==> config.mk <==
export PLATFORM = sky130hd
export DESIGN_NAME = kp_data_bank
export DESIGN_NICKNAME = d
export VERILOG_FILES = /design/src/kp_regs_pkg.sv /design/src/kp_data_bank.sv
export SDC_FILE = /design/constraint.sdc
export NUM_CORES = 1
export LEC_CHECK = 0
export BUFFER_PORTS_ARGS = -buffer_cell sky130_fd_sc_hd__buf_2
export CAP_MARGIN = 10
export CORE_ASPECT_RATIO = 1.4
export CORE_MARGIN = 8
export CORE_UTILIZATION = 55
export CTS_CLUSTER_DIAMETER = 100
export DETAILED_ROUTE_END_ITERATION = 7
export GPL_TIMING_DRIVEN = 0
export PLACE_DENSITY = 0.81
export SETUP_SLACK_MARGIN = 0.4
export SYNTH_ARGS = -nofsm -noshare
export SYNTH_HDL_FRONTEND = slang
export SYNTH_SLANG_ARGS = --single-unit
==> constraint.sdc <==
create_clock -name core_clk -period 4.9 [get_ports core_clk]
set_input_delay 0.98 -clock core_clk [delete_from_list [all_inputs] [get_ports core_clk]]
set_output_delay 0.98 -clock core_clk [all_outputs]
set_load 0.05 [all_outputs]
==> src/kp_regs_pkg.sv <==
// register map, field positions, reset values and timing constants of the keypad/gpio/dac data bank
`default_nettype none
package kp_regs_pkg;

    // ==========================================================================
    // serial command word
    // ==========================================================================
    localparam int unsigned WORD_W      = 16;
    localparam int unsigned ADDR_W      = 7;
    localparam int unsigned CMD_RD_BIT  = 15;    // 1 = read, 0 = write
    localparam logic [4:0]  LAST_BIT    = 5'h0f; // bit count of the 16th bit

    // ==========================================================================
    // register offsets
    // ==========================================================================
    localparam logic [ADDR_W-1:0] A_KEY_RAW   = 7'h04;
    localparam logic [ADDR_W-1:0] A_CONV_RES  = 7'h07;
    localparam logic [ADDR_W-1:0] A_DAC       = 7'h0b;
    localparam logic [ADDR_W-1:0] A_PIN_DATA  = 7'h0f;
    localparam logic [ADDR_W-1:0] A_KEY_PEND  = 7'h10;
    localparam logic [ADDR_W-1:0] A_KEY_STAT  = 7'h11;
    localparam logic [ADDR_W-1:0] A_ADC_CTL   = 7'h40;
    localparam logic [ADDR_W-1:0] A_PIN_CTL   = 7'h4f;
    localparam logic [ADDR_W-1:0] A_KEY_MASK  = 7'h50;
    localparam logic [ADDR_W-1:0] A_COL_MASK  = 7'h51;

    // ==========================================================================
    // field positions
    // ==========================================================================
    localparam int unsigned PIN_DATA_LSB = 8;    // pin_data_field in [15:8]
    localparam int unsigned PIN_SEL_LSB  = 8;    // pin_repurpose_select in [15:8]
    localparam int unsigned COL_MASK_LSB = 12;   // column1..column4_mask in [15:12]
    localparam int unsigned CSEL_LSB     = 10;   // conversion_select_field in [13:10]
    localparam int unsigned RES_LSB      = 8;    // resolution_select_hi/lo in [9:8]
    localparam int unsigned BUSY_BIT     = 1;
    localparam int unsigned REF_ON_BIT   = 0;

    // resolution codes
    localparam logic [1:0] RES_8  = 2'h0;
    localparam logic [1:0] RES_10 = 2'h1;
    localparam logic [3:0] BITS_8  = 4'h8;
    localparam logic [3:0] BITS_10 = 4'ha;
    localparam logic [3:0] BITS_12 = 4'hc;

    // reset values
    localparam logic [15:0] RST_WORD = 16'h0000;
    localparam logic [7:0]  RST_BYTE = 8'h00;

    // ==========================================================================
    // timing
    // ==========================================================================
    localparam int unsigned CLK_PERIOD_NS = 20;
    localparam int unsigned REF_UP_NS     = 31000;  // reference power-up delay, 31 us
    localparam int unsigned REF_UP_CYC    = (REF_UP_NS + CLK_PERIOD_NS - 1) / CLK_PERIOD_NS;
    localparam logic [10:0] REF_UP_CNT    = 11'(REF_UP_CYC);

    typedef enum logic [1:0] {LK_IDLE = 2'b00, LK_CMD = 2'b01, LK_DATA = 2'b11} link_state_t;
    typedef enum logic [1:0] {CV_IDLE = 2'b00, CV_RUN = 2'b01, CV_DONE = 2'b11} conv_state_t;

endpackage
`default_nettype wire

==> src/kp_data_bank.sv <==
// keypad result, dac, gpio data and adc resolution registers behind the host serial link
`timescale 1ns/1ps
`default_nettype none

module kp_data_bank
    import kp_regs_pkg::*;
#(
    parameter int unsigned CYC_PER_BIT = 4          // core cycles per converted bit
) (
    input  wire logic        core_clk,      // 50 MHz core clock
    input  wire logic        nrst,          // async reset, active low
    input  wire logic        sclk,          // host serial clock
    input  wire logic        cs_n,          // host chip select, active low
    input  wire logic        din,           // host serial data in
    output var  logic        dout,          // serial data out
    output var  logic        dout_oe_n,     // dout drive enable, low drives
    input  wire logic [7:0]  pin_in,        // row1..4, col1..4 pin levels
    output var  logic [7:0]  pin_out,       // pin output levels
    output var  logic [7:0]  pin_oe_n,      // pin drive enables, low drives
    input  wire logic [15:0] key_state,     // pressed keys from the scanner
    input  wire logic        key_scan_done, // scanner result valid, one cycle
    input  wire logic [11:0] adc_sample,    // full-scale converter code
    output var  logic [7:0]  dac_code,      // dac input code
    output var  logic        adc_busy,      // conversion in progress
    output var  logic        adc_done       // conversion finished, one cycle
);

    // ==========================================================================
    // checks and helpers
    // ==========================================================================
    if (CYC_PER_BIT < 1 || CYC_PER_BIT > 4096) begin : g_chk
        $error("CYC_PER_BIT must be 1..4096");
    end

    // column mask bits spread over the four keys of each column
    function automatic logic [15:0] col_expand(input logic [3:0] cm);
        logic [15:0] m;
        m = 16'h0000;
        for (int c = 0; c < 4; c++) begin
            m[4*c +: 4] = {4{cm[c]}};
        end
        return m;
    endfunction

    function automatic logic [3:0] res_bits(input logic [1:0] r);
        logic [3:0] b;
        b = (r == RES_8) ? BITS_8 : (r == RES_10) ? BITS_10 : BITS_12;
        return b;
    endfunction

    function automatic logic [7:0] out_mask(input logic [15:0] ctl);
        return ctl[PIN_SEL_LSB +: 8] & ctl[7:0];
    endfunction

    // ==========================================================================
    // synchronisers
    // ==========================================================================
    logic [2:0] sclk_sy_q;
    logic [1:0] cs_sy_q;
    logic [1:0] din_sy_q;
    logic [7:0] pin_m_q;
    logic [7:0] pin_s_q;

    // pins and host lines come from outside the core clock domain
    always_ff @(posedge core_clk or negedge nrst) begin
        if (!nrst) begin
            sclk_sy_q <= 3'h0;
            cs_sy_q   <= 2'h3;
            din_sy_q  <= 2'h0;
            pin_m_q   <= RST_BYTE;
            pin_s_q   <= RST_BYTE;
        end else begin
            sclk_sy_q <= {sclk_sy_q[1:0], sclk};
            cs_sy_q   <= {cs_sy_q[0], cs_n};
            din_sy_q  <= {din_sy_q[0], din};
            pin_m_q   <= pin_in;
            pin_s_q   <= pin_m_q;
        end
    end

    logic sclk_rise;
    logic sclk_fall;
    logic cs_s;
    logic din_s;
    assign sclk_rise = sclk_sy_q[1] & ~sclk_sy_q[2];
    assign sclk_fall = ~sclk_sy_q[1] & sclk_sy_q[2];
    assign cs_s      = cs_sy_q[1];
    assign din_s     = din_sy_q[1];

    // ==========================================================================
    // register state declarations
    // ==========================================================================
    logic [7:0]  dac_q, dac_d;
    logic [7:0]  gpd_q, gpd_d;
    logic [15:0] gpctl_q, gpctl_d;
    logic [15:0] kmask_q, kmask_d;
    logic [3:0]  cmask_q, cmask_d;
    logic [1:0]  res_q, res_d;
    logic [3:0]  csel_q, csel_d;
    logic [15:0] raw_q, raw_d;
    logic [15:0] pend_q, pend_d;
    logic [15:0] stat_q, stat_d;
    logic [7:0]  pin_oe_n_q, pin_oe_n_d;
    logic        ref_on_q, ref_on_d;
    logic [10:0] ref_cnt_q, ref_cnt_d;
    logic [11:0] result_q, result_d;

    // ==========================================================================
    // serial link
    // ==========================================================================
    link_state_t lk_q, lk_d;
    logic [4:0]  cnt_q, cnt_d;
    logic [15:0] rx_q, rx_d;
    logic [15:0] cmd_q, cmd_d;
    logic [15:0] tx_q, tx_d;
    logic        dout_q, dout_d;
    logic        doe_n_q, doe_n_d;
    logic        wr_stb, rd_stb;
    logic [15:0] word_in;
    logic [15:0] rd_word;
    logic [ADDR_W-1:0] wr_addr;

    assign word_in = {rx_q[14:0], din_s};
    assign wr_addr = cmd_q[ADDR_W-1:0];

    // read data for the command just completing; reserved bits are zero
    always_comb begin
        unique case (word_in[ADDR_W-1:0])
            A_KEY_RAW:  rd_word = raw_q;
            A_KEY_PEND: rd_word = pend_q;
            A_KEY_STAT: rd_word = stat_q;
            A_CONV_RES: rd_word = {4'h0, result_q};
            A_DAC:      rd_word = {8'h00, dac_q};
            A_PIN_DATA: rd_word = {pin_s_q, 8'h00};
            A_PIN_CTL:  rd_word = gpctl_q;
            A_KEY_MASK: rd_word = kmask_q;
            A_COL_MASK: rd_word = {cmask_q, 12'h000};
            A_ADC_CTL:  rd_word = {2'h0, csel_q, res_q, 6'h00, adc_busy, ref_on_q};
            default:    rd_word = RST_WORD;
        endcase
    end

    // 16 command bits then 16 data bits, msb first, host samples on rising sclk
    always_comb begin
        lk_d    = lk_q;
        cnt_d   = cnt_q;
        rx_d    = rx_q;
        cmd_d   = cmd_q;
        tx_d    = tx_q;
        dout_d  = dout_q;
        doe_n_d = doe_n_q;
        wr_stb  = 1'b0;
        rd_stb  = 1'b0;
        if (cs_s) begin
            lk_d    = LK_IDLE;
            cnt_d   = 5'h00;
            doe_n_d = 1'b1;
        end else begin
            unique case (lk_q)
                LK_IDLE: begin
                    lk_d  = LK_CMD;
                    cnt_d = 5'h00;
                end
                LK_CMD: begin
                    if (sclk_rise) begin
                        rx_d  = word_in;
                        cnt_d = cnt_q + 5'h01;
                        if (cnt_q == LAST_BIT) begin
                            cmd_d   = word_in;
                            rd_stb  = word_in[CMD_RD_BIT];
                            tx_d    = rd_word;
                            doe_n_d = ~word_in[CMD_RD_BIT];
                            cnt_d   = 5'h00;
                            lk_d    = LK_DATA;
                        end
                    end
                end
                LK_DATA: begin
                    if (sclk_fall && cmd_q[CMD_RD_BIT]) begin
                        dout_d = tx_q[15];
                        tx_d   = {tx_q[14:0], 1'b0};
                    end
                    if (sclk_rise) begin
                        rx_d  = word_in;
                        cnt_d = cnt_q + 5'h01;
                        if (cnt_q == LAST_BIT) begin
                            wr_stb  = ~cmd_q[CMD_RD_BIT];
                            cnt_d   = 5'h00;
                            doe_n_d = 1'b1;
                            lk_d    = LK_CMD;
                        end
                    end
                end
            endcase
        end
    end

    always_ff @(posedge core_clk or negedge nrst) begin
        if (!nrst) begin
            lk_q    <= LK_IDLE;
            cnt_q   <= 5'h00;
            rx_q    <= RST_WORD;
            cmd_q   <= RST_WORD;
            tx_q    <= RST_WORD;
            dout_q  <= 1'b0;
            doe_n_q <= 1'b1;
        end else begin
            lk_q    <= lk_d;
            cnt_q   <= cnt_d;
            rx_q    <= rx_d;
            cmd_q   <= cmd_d;
            tx_q    <= tx_d;
            dout_q  <= dout_d;
            doe_n_q <= doe_n_d;
        end
    end

    // ==========================================================================
    // registers, keypad results and pins
    // ==========================================================================
    logic [15:0] col_blk;
    logic [15:0] key_blk;
    logic        conv_start;
    assign col_blk = col_expand(cmask_q);
    assign key_blk = col_blk | kmask_q;

    // result registers have no write decode, so host writes to them vanish
    always_comb begin
        dac_d   = dac_q;
        gpd_d   = gpd_q;
        gpctl_d = gpctl_q;
        kmask_d = kmask_q;
        cmask_d = cmask_q;
        res_d   = res_q;
        csel_d  = csel_q;
        raw_d   = raw_q;
        stat_d  = stat_q;
        conv_start = 1'b0;
        // pending clears on its own read, but a scan in the same cycle wins
        pend_d  = (rd_stb && word_in[ADDR_W-1:0] == A_KEY_PEND) ? RST_WORD : pend_q;
        if (wr_stb) begin
            unique case (wr_addr)
                A_DAC:      dac_d   = word_in[7:0];
                A_PIN_DATA: gpd_d   = word_in[PIN_DATA_LSB +: 8];
                A_PIN_CTL:  gpctl_d = word_in;
                A_KEY_MASK: kmask_d = word_in;
                A_COL_MASK: cmask_d = word_in[COL_MASK_LSB +: 4];
                A_ADC_CTL: begin
                    csel_d = word_in[CSEL_LSB +: 4];
                    if (word_in[CSEL_LSB +: 4] != 4'h0) begin
                        res_d      = word_in[RES_LSB +: 2];
                        conv_start = 1'b1;
                    end
                end
                default: ;
            endcase
        end
        gpd_d = gpd_d & out_mask(gpctl_d);
        if (key_scan_done) begin
            raw_d  = key_state & ~col_blk;
            pend_d = pend_d | (key_state & ~col_blk);
            stat_d = (stat_q & key_blk) | (key_state & ~key_blk);
        end
        pin_oe_n_d = ~out_mask(gpctl_d);
    end

    always_ff @(posedge core_clk or negedge nrst) begin
        if (!nrst) begin
            dac_q      <= RST_BYTE;
            gpd_q      <= RST_BYTE;
            gpctl_q    <= RST_WORD;
            kmask_q    <= RST_WORD;
            cmask_q    <= 4'h0;
            res_q      <= RES_8;
            csel_q     <= 4'h0;
            raw_q      <= RST_WORD;
            pend_q     <= RST_WORD;
            stat_q     <= RST_WORD;
            pin_oe_n_q <= 8'hff;
        end else begin
            dac_q      <= dac_d;
            gpd_q      <= gpd_d;
            gpctl_q    <= gpctl_d;
            kmask_q    <= kmask_d;
            cmask_q    <= cmask_d;
            res_q      <= res_d;
            csel_q     <= csel_d;
            raw_q      <= raw_d;
            pend_q     <= pend_d;
            stat_q     <= stat_d;
            pin_oe_n_q <= pin_oe_n_d;
        end
    end

    // ==========================================================================
    // reference power and conversion timing
    // ==========================================================================
    conv_state_t cv_q, cv_d;
    logic [15:0] cv_cnt_q, cv_cnt_d;
    logic [11:0] smp_q, smp_d;
    logic [3:0]  cv_bits_q, cv_bits_d;
    logic        busy_q, busy_d;
    logic        done_q, done_d;
    logic        ref_wr;

    assign ref_wr = wr_stb && wr_addr == A_ADC_CTL && word_in[CSEL_LSB +: 4] == 4'h0;

    // a conversion takes bits*CYC_PER_BIT cycles, so low resolution is quicker
    always_comb begin
        cv_d      = cv_q;
        cv_cnt_d  = cv_cnt_q;
        smp_d     = smp_q;
        cv_bits_d = cv_bits_q;
        result_d  = result_q;
        busy_d    = busy_q;
        done_d    = 1'b0;
        ref_on_d  = ref_on_q;
        ref_cnt_d = (ref_cnt_q != 11'h000) ? ref_cnt_q - 11'h001 : ref_cnt_q;
        if (ref_cnt_q == 11'h001) begin
            ref_on_d = 1'b1;
        end
        if (ref_wr) begin
            ref_on_d  = (word_in[RES_LSB +: 2] == RES_10);
            ref_cnt_d = (word_in[RES_LSB +: 2] == RES_8) ? REF_UP_CNT : 11'h000;
        end
        unique case (cv_q)
            CV_IDLE: begin
                if (conv_start) begin
                    cv_bits_d = res_bits(res_d);
                    cv_cnt_d  = 16'(res_bits(res_d) * CYC_PER_BIT - 1);
                    smp_d     = adc_sample;
                    busy_d    = 1'b1;
                    cv_d      = CV_RUN;
                end
            end
            CV_RUN: begin
                cv_cnt_d = cv_cnt_q - 16'h0001;
                if (cv_cnt_q == 16'h0000) begin
                    result_d = smp_q >> (BITS_12 - cv_bits_q);
                    busy_d   = 1'b0;
                    done_d   = 1'b1;
                    cv_d     = CV_DONE;
                end
            end
            CV_DONE: cv_d = CV_IDLE;
        endcase
    end

    always_ff @(posedge core_clk or negedge nrst) begin
        if (!nrst) begin
            cv_q      <= CV_IDLE;
            cv_cnt_q  <= 16'h0000;
            smp_q     <= 12'h000;
            cv_bits_q <= BITS_8;
            result_q  <= 12'h000;
            busy_q    <= 1'b0;
            done_q    <= 1'b0;
            ref_on_q  <= 1'b0;
            ref_cnt_q <= REF_UP_CNT;
        end else begin
            cv_q      <= cv_d;
            cv_cnt_q  <= cv_cnt_d;
            smp_q     <= smp_d;
            cv_bits_q <= cv_bits_d;
            result_q  <= result_d;
            busy_q    <= busy_d;
            done_q    <= done_d;
            ref_on_q  <= ref_on_d;
            ref_cnt_q <= ref_cnt_d;
        end
    end

    assign dout      = dout_q;
    assign dout_oe_n = doe_n_q;
    assign pin_out   = gpd_q;
    assign pin_oe_n  = pin_oe_n_q;
    assign dac_code  = dac_q;
    assign adc_busy  = busy_q;
    assign adc_done  = done_q;

    logic [15:0] busy_len_q;
    always_ff @(posedge core_clk or negedge nrst) begin
        if (!nrst) begin
            busy_len_q <= 16'h0000;
        end else begin
            busy_len_q <= busy_q ? busy_len_q + 16'h0001 : 16'h0000;
        end
    end
endmodule
`default_nettype wire

======== Word level (Yosys, flattened, before mapping) ========
Index checks and enable logic that the tools add are counted.
operators by class
  $add $sub $neg .......................... 5
  equality and inequality tests ........... 34
  shift-type cells ........................ 1
  mux-type cells .......................... 58
  bitwise gates (word level) .............. 18
  reductions and logical operators ........ 33
operators by type and width
  kind                   count
  $pmux 16 s10           1
  $mux 16                8
  $pmux 16 s2            2
  $eq 7x7->1 const B     8
  $and 16x16->16         3
  $or 16x16->16          3
  $mux 11                3
  $not 16->16            2
  $eq 7x4->1 const B     4
  $mux 1                 22
  $mux 2                 10
  $and 8x8->8            2
  $logic_not 16->1       1
  $mux 8                 2
  $reduce_and 2->1       8
  $sub 16x1->16 const B  1
  $mux 5                 3
  $eq 7x3->1 const B     2
  $eq 7x5->1 const B     2
  $ne 3x3->1 const B     4
  $pmux 2 s3             2
  $shr 12x4->12          1
  $eq 11x1->1 const B    1
  $reduce_bool 11->1     1
  other kinds (25)       53
word-level totals
  bits in registers ....................... 253
  input port bits ......................... 42
  logic and storage cells ................. 181

======== Longest topological paths before layout ========
Gate-level depths: netlist of run 1.
  depth in word-level cells ............... 12
  depth in mapped cells ................... 8
  mapped depth without buffers ............ 7

======== Worst setup path after synthesis of run 1 ========
Ideal clock, no wire load.
  kind .................................... reg-to-reg
  from .................................... reg cnt_q[0]
  to ...................................... reg gpctl_q[10]
  setup time .............................. 0.125 ns
  arrival ................................. 1.901 ns
  required time ........................... 4.775 ns
  setup slack ............................. 2.875 ns
  stages on the path, launching flop included .. 7
  path buffers ............................ 1
  cells stage by stage .................... dfrtp_1 > ha_1 > and4b_1 > nand3_1 > nor4_2 > buf_2 > mux2_2
on the way
  word-level cells in the longest chain between the ends .. 6
RTL lines
  item                    line                 source
  start, declared         kp_data_bank.sv:112  logic [4:0] cnt_q, cnt_d;
  start signal, assigned  kp_data_bank.sv:209  cnt_q <= cnt_d;
  $eq 5x4->1              kp_data_bank.sv:186  if (cnt_q == LAST_BIT) begin
  $mux 1                  kp_data_bank.sv:186
  $mux 1                  kp_data_bank.sv:183  if (sclk_rise) begin
  $mux 1                  kp_data_bank.sv:159  unique case (lk_q)
  $mux 1                  kp_data_bank.sv:154  if (cs_s) begin
  $mux 16                 kp_data_bank.sv:241  if (wr_stb) begin
  named net gpctl_d[10]   kp_data_bank.sv:95   logic [15:0] gpctl_q, gpctl_d;
  end signal, assigned    kp_data_bank.sv:283  gpctl_q <= gpctl_d;
  end, declared           kp_data_bank.sv:95
The timed path passes the listed nets, and every way through them passes these cells.
A chain may end at the register's enable or synchronous reset.

======== Worst setup path in the final report of run 1 ========
  from .................................... reg rx_q[11]
  to ...................................... reg cv_cnt_q[3]
on the way
  word-level cells in the longest chain between the ends .. 10
  elaborated cells between the ends (all ways) .. 16
RTL lines
  item                    line                 source
  start, declared         kp_data_bank.sv:113  logic [15:0] rx_q, rx_d;
  start signal, assigned  kp_data_bank.sv:210  rx_q <= rx_d;
  $reduce_bool 4->1 (*)   kp_data_bank.sv:250  if (word_in[CSEL_LSB +: 4] != 4'h0) begin
  $mux 2                  kp_data_bank.sv:250
  $mux 2                  kp_data_bank.sv:242  unique case (wr_addr)
  $mux 2                  kp_data_bank.sv:241
  $eq 2x1->1              kp_data_bank.sv:47   b = (r == RES_8) ? BITS_8 : (r == RES_10) ? BITS_10 : BITS_12;
  $mux 3 (2 in a row)     kp_data_bank.sv:47
  $sub 6x1->7             kp_data_bank.sv:330  cv_cnt_d = 16'(res_bits(res_d) * CYC_PER_BIT - 1);
  $mux 16                 kp_data_bank.sv:328  if (conv_start) begin
  $pmux 16 s2             kp_data_bank.sv:326  unique case (cv_q)
  end signal, assigned    kp_data_bank.sv:362  cv_cnt_q <= cv_cnt_d;
  end, declared           kp_data_bank.sv:299  logic [15:0] cv_cnt_q, cv_cnt_d;
Mark *: on every way between the ends. The rest lies on a longest branch, timed or not. The select of a mux whose other input is x is not followed.

==> metrics, run 1 <==
status=finished clean; total CTS buffers=25; GRT Total Usage=23.4%; Worst-path clk slew=0.06 ns; IO Port Bufs=between 60 and 70; P&R area growth vs syn=13.3%; Tcrit/Tclk final=about 56%; PwrDens=346 nW/µm²; ys async rst share=100%; worst path required time=5.28 ns; gp weighted congestion=0.890; cell row count=62; RSZ-0062 raised after global routing=no; Die X-Extent=138 µm; number of top-level pins=70; setup TNS=0 ns; post-synth top area share=49.9%; Final Hold Fails=0; Max VDD drop=0.000373 V; Synth area leader=dfrtp_1; Setup crit end kind=flip-flop; TritonCTS clock tree=yes; most common cell in the netlist=dfrtp_1; Max Slew Vio Count=0; Clock H-tree levels=1; measured slew at the worst slew-check pin=approximately 0.94 ns; post-placement cell area=roughly 12000 µm²; post-route design area=between 10000 and 15000 µm²; antenna diode count=0; vias=8589; Post-Syn Area per Cell=between 10 and 15 µm²; Cells after Synth=1017; minimum period implied by the final worst setup slack=2.74 ns; # DRC=0; Die Y-Extent=186 µm; Nets=1163; cts hold-fix bufs=0; sequential share of the synthesized area=53.6%; Leakage=5.85 nW; # resized after CTS=0; post-synth net total=1066; Max Cap Violations=0; Post-synth EDFFs=0; layout cells sized above 1=24.0%; Detailed Routing Iterations Pass 1=5; Core Area=20400 µm²; Fmax=around 0.37 GHz; Cell Area, Synth=11400 µm²; synth warn=0; Worst-Skew Late Latency=0.52 ns; critical path class=flip-flop to flip-flop; FF+latch count, synth=roughly 240; Synth top cells by count=227 x dfrtp_1, 85 x mux2_2, 85 x nand2_1; first-pass GRT wire length=46600 µm; hold slack=0.349 ns; DR iter-0 viols=683; # setup viols final=0; Synth cell types=75; Startpoint Class=flip-flop; Crit Path Max Fanout=10; total power draw=4.46 mW; Root Driver=clkbuf_16; ranking of synthesized cells by area=dfrtp_1 50%, mux2_2 8.4%, dfstp_2 3.7%; TritonCTS Sinks=between 200 and 250; min-delay worst type=flip-flop to flip-flop; final WL=approximately 30000 µm; max_slew headroom=~37%; global route overflow=0; DR vias/cell=between 6 and 7; area of the multi-input gates=4890 µm²; vias in the first global route=around 8.7k; critical path arrival=~3.1 ns; largest net degree at the start of global routing=128; dpl hpwl=21100 µm; Initial Utilization=between 50% and 60%; total die area=25600 µm²; ys flop type=dfrtp_1; initial antenna violation count=2; Seq. cell area=between 6000 and 7000 µm²; WL per Instance=between 20 and 25 µm; post-CTS repair timing setup buffer count=0; Max Clock Skew=approximately 0.0094 ns; CTS Buffer Depth=3; Antenna Nets Post-Route=0; filler cell count=~1.6k
## final timing paths
kind / slack [ns] / cells past startpoint / endpoint / startpoint
min in group asynchronous: 0.54 / 1 / smp_q[8] / nrst
worst max register to register: 2.16 / 7 / cv_cnt_q[3] / rx_q[11]
worst min-delay path: 0.35 / 0 / din_sy_q[1] / din_sy_q[0]
worst min register to register: 0.35 / 0 / din_sy_q[1] / din_sy_q[0]
max in group asynchronous: 3.23 / 2 / pin_out[2] / nrst
worst max-delay path: 2.16 / 7 / cv_cnt_q[3] / rx_q[11]
## through the flow
step,setup WS [ns],utilization [%],instances
2_1_floorplan,2.87,-,1017
3_3_place_gp,-1.30,59.0,1342
3_5_place_dp,2.27,59.2,1343
4_1_cts,2.16,63.1,1388
5_1_grt,1.87,63.1,1388
6_report,2.16,63.1,1388
## registers in the layout (all words and copies together), names as in the netlist, 4 cells and up, named ones only
signal / flops
pend_q: 16
csel_q: 4
pin_out: 8
cmd_q: 8
pin_s_q: 8
pin_m_q: 8
gpctl_q: 16
cnt_q: 5
rx_q: 15
smp_q: 12
kmask_q: 16
cmask_q: 4
tx_q: 16
dac_code: 8
ref_cnt_q: 11
result_q: 12
raw_q: 16
cv_cnt_q: 16
pin_oe_n: 8
## layer usage
layer / wire (µm) / GRT usage [%] / vias up
met3: 1790 / 3.74 / 102
met5: 20 / 0 / -
met2: 15000 / 40.3 / 321
li1: - / - / 3879
met1: 11100 / 26.9 / 4283
met4: 1820 / 13.8 / 4
## critical path, cell delays in order, from the launching register on
cell and delay, ns:
dfrtp_1 0.37, clkbuf_1 0.22, nor4_1 0.86, nor3_1 0.12
nand4_1 0.36, buf_2 0.33, a21boi_0 0.24, o21ai_0 0.11
## cells in the final DEF (no fill, tap or decap), types with 5 or more instances in the layout
| cell | instances |
|---|---|
| mux2_4 | 10 |
| mux2_1 | 10 |
| or2_2 | 6 |
| and3_1 | 9 |
| dfstp_2 | 16 |
| o21ai_0 | 50 |
| a2111oi_0 | 8 |
| mux2i_1 | 29 |
| a21oi_1 | 20 |
| clkbuf_16 | 25 |
| nor2b_1 | 18 |
| clkbuf_8 | 7 |
| nand2b_1 | 12 |
| nand2_1 | 85 |
| xor2_1 | 10 |
| o31ai_1 | 7 |
| mux2_2 | 85 |
| and2_1 | 6 |
| clkinv_2 | 5 |
| a221oi_1 | 6 |
| nand4b_1 | 6 |
| o22ai_1 | 9 |
| a22o_1 | 22 |
| dfrtp_1 | 227 |
| nor4_1 | 11 |
| or3_1 | 6 |
| inv_1 | 29 |
| o2bb2ai_1 | 9 |
| nor2_1 | 80 |
| ha_1 | 7 |
| nand3_1 | 45 |
| clkbuf_1 | 37 |
| buf_2 | 87 |
| a22oi_1 | 19 |
| nand4_1 | 10 |
| nor3_1 | 13 |
| a31oi_1 | 14 |
## cell families after synthesis
kind of cell | share of synthesized area, %
simple gates | 15.6
fa+ha+maj | 0.770
xor+xnor | 1.08
compound gates | 11.5
flops | 53.6
buf+inv | 3.34
mux | 14.1
## power breakdown
part	internal [mW]	switching, mW	leakage (nW)
sequential	2.06	0.0411	3.10
combinational	0.173	0.353	2.35
clock	1.05	0.785	0.397
total	3.28	1.18	5.85
## layout make-up
class,count,area share (%)
plain buffers,59,2.11
clock buffers,34,5.66
clock inverters,11,0.583
inverters,29,0.845
multi-input cells,686,38.0
flip-flops and latches,243,47.4
well taps,256,2.49
repair buffers,70,2.97
Note: power is estimated with default switching activity, not from simulation.
==> run 2: changes to the inputs <==
--- a/config.mk
+++ b/config.mk
@@ -5,6 +5,7 @@
 export SDC_FILE = /design/constraint.sdc
 export NUM_CORES = 1
 export LEC_CHECK = 0
+export ABC_AREA = 1
 export BUFFER_PORTS_ARGS = -buffer_cell sky130_fd_sc_hd__buf_2
 export CAP_MARGIN = 10
 export CORE_ASPECT_RATIO = 1.4
==> constraint.sdc (replaced) <==
create_clock -name core_clk -period 2.59 [get_ports core_clk]
set_input_delay 0.518 -clock core_clk [delete_from_list [all_inputs] [get_ports core_clk]]
set_output_delay 0.518 -clock core_clk [all_outputs]
set_load 0.05 [all_outputs]
==> run 2 against run 1 <==
Compared with the run above: flip-flop and latch count unchanged; final cell count increased by 21%; highest routed layer is now met4; total power increased by 81%; synthesized cell count increased by 28%; first-iteration DRC count increased by 11%; largest power group unchanged; non-clock buffer count decreased by 13; fmax increased by 23%; worst hold slack got worse by 0.29 ns; via count increased by 9.4%; clock power increased by 92%.
==> metrics, run 2 <==
dpl hpwl=around 21000 µm; cts hold-fix bufs=0; Max Clock Skew=between 0.01 and 0.015 ns; status=finished clean; Worst-path clk slew=0.06 ns; CTS Buffer Depth=3; vias=9397; post-synth top area share=between 50% and 60%; RSZ-0062 raised after global routing=yes; TritonCTS Sinks=243; Synth area leader=dfrtp_1; DR iter-0 viols=757; Post-Syn Area per Cell=about 8.4 µm²; max_slew headroom=between 40 and 50%; Layout Cells excl Fill=1675; gp weighted congestion=0.974; Synth top cells by count=314 x nand2_1, 227 x dfrtp_1, 165 x o21ai_0; Nets=between 1k and 1.5k; measured slew at the worst slew-check pin=0.882 ns; most frequent cells in the layout=310 x nand2_1, 225 x dfrtp_1, 165 x o21ai_0; Root Driver=clkbuf_16; Clock H-tree levels=1; GRT Total Usage=23.4%; final WL=29100 µm; ys async rst share=100%; post-route design area=12600 µm²; most common cell in the netlist=nand2_1; Critical R2R Capture=tx_q[0]; P&R area growth vs syn=15.1%; DR vias/cell=5.61; Max Cap Violations=0; most common cell after layout, fill and taps aside=nand2_1; total die area=24800 µm²; layout cells sized above 1=around 15%; # DRC=0; Startpoint Class=flip-flop; IO Port Bufs=69; worst path required time=3.05 ns; Crit Path Max Fanout=10; Setup crit end kind=flip-flop; critical path arrival=2.69 ns; Cells after DPL=1626; filler cell count=1592; Max Slew Vio Count=0; Reg2Reg Depth=10; number of top-level pins=70; Initial Utilization=55.8%; FF+latch count, synth=roughly 240; Die X-Extent=around 140 µm; Max VDD drop=0.000555 V; setup TNS=0 ns; first-pass GRT wire length=46900 µm; Final Hold Fails=0; Post-Place Worst Slack=approximately 0.27 ns; post-synth net total=1353; Tcrit/Tclk final=85.9%; global route overflow=0; WL per Instance=approximately 17 µm; hold slack=0.0567 ns; Antenna Nets Post-Route=0; minimum period implied by the final worst setup slack=2.22 ns; total CTS buffers=24; vias in the first global route=9488; antenna diode count=0; Cell Area, Synth=11000 µm²; Synth cell types=47; initial antenna violation count=0; PwrDens=640 nW/µm²; largest net degree at the start of global routing=between 100 and 150; TritonCTS clock tree=yes; synth warn=0; ys flop type=dfrtp_1; critical path class=flip-flop to flip-flop; Core Area=roughly 20000 µm²; Die Y-Extent=183 µm; Post-synth EDFFs=0; Detailed Routing Iterations Pass 1=8; # setup viols final=0; sequential share of the synthesized area=55.6%; post-placement cell area=11700 µm²; Cells after Synth=1304; R2R Setup Slk=0.37 ns; cell row count=between 60 and 70; min-delay worst type=input port to asynchronous set/reset pin; Worst-Skew Late Latency=0.52 ns; setup slack after layout=0.365 ns; worst reg2reg path startpoint=rx_q[3]; Leakage=6.25 nW; Fmax=0.450 GHz; ranking of synthesized cells by area=dfrtp_1 52%, nand2_1 11%, o21ai_0 7.5%
==> run 2: cell count changes after synthesis, sizes merged, moves of 28 or more <==
cell   before  now
nand3      46   92
nand2      85  316
mux2i      29    1
nor2       81  138
inv        29  133
a21oi      20   96
o21ai      51  165
mux2      105    1
==> run 2: layout make-up <==
cell class / count / area, µm² / area share (%)
multi-input combinational: 887 / 4270 / 33.8
buffer: 39 / 198 / 1.56
tap: 252 / 315 / 2.49
inverter: 135 / 507 / 4.01
clock inverter: 8 / 90.1 / 0.713
sequential: 243 / 6100 / 48.3
clock buffer: 34 / 709 / 5.61
timing repair buffer: 77 / 448 / 3.54
==> run 2: worst max-delay path, stage by stage, from the launching register on <==
cell and delay, ns:
dfrtp_1 0.50, inv_1 0.17, nand2_1 0.10, nor2_1 0.22, buf_2 0.26, nand2_1 0.21
o22ai_1 0.34, nor2_1 0.11, nand2_1 0.09, nand3_1 0.07, nand2_1 0.08
==> run 2: stage by stage <==
step | utilization [%] | power [mW]
floorplan | - | 4.32
global placement | 59.1 | 4.57
detailed placement | 59.3 | 4.59
CTS | 63.5 | 8.10
global route | 64.2 | 8.35
finish | 64.2 | 8.09
==> run 2: per-layer routing <==
layer / vias up / GRT usage, % / wire length, µm
li1: 4455 / - / -
met1: 4487 / 26.6 / 10900
met2: 356 / 40.4 / 14900
met3: 99 / 3.83 / 1660
met4: 0 / 14.6 / 1670
met5: - / 0 / 0
==> run 2: worst max path at each step <==
stage	cells past startpoint	endpoint	slack [ns]	start
after floorplan	9	pend_q[10]	0.80	cnt_q[0]
after global placement	1	pin_s_q[4]	-3.15	nrst
after detailed placement	8	kmask_q[10]	0.27	cnt_q[0]
after CTS	8	kmask_q[14]	0.38	cnt_q[0]
after global routing	10	tx_q[0]	0.31	rx_q[3]
final	10	tx_q[0]	0.37	rx_q[3]
==> run 2: cells by family (layout without fill, tap and decap cells) <==
group | after synthesis | count (layout) | share of synthesized area [%]
AOI/OAI and AO/OA | 277 | 277 | 13.4
adders and majority gates | 7 | 7 | 0.798
buffers and inverters | 174 | 293 | 6.30
DFF | 243 | 243 | 55.6
muxes | 2 | 2 | 0.194
and+or+nand+nor | 596 | 596 | 23.3
xor gates and xnor gates | 5 | 5 | 0.399
==> run 2: power breakdown <==
| group | internal (mW) | total, mW | switching (mW) |
|---|---|---|---|
| logic | 0.155 | 0.609 | 0.454 |
| registers | 3.89 | 3.96 | 0.0733 |
| clock network | 2.10 | 3.52 | 1.42 |
| total | 6.14 | 8.09 | 1.95 |
==> run 2: what timing repair did <==
item,4_1_cts,5_1_grt
setup endpoints to repair,44,80
resized for setup,7,33
cloned,0,0
setup buffers,0,7
pin swaps,0,3
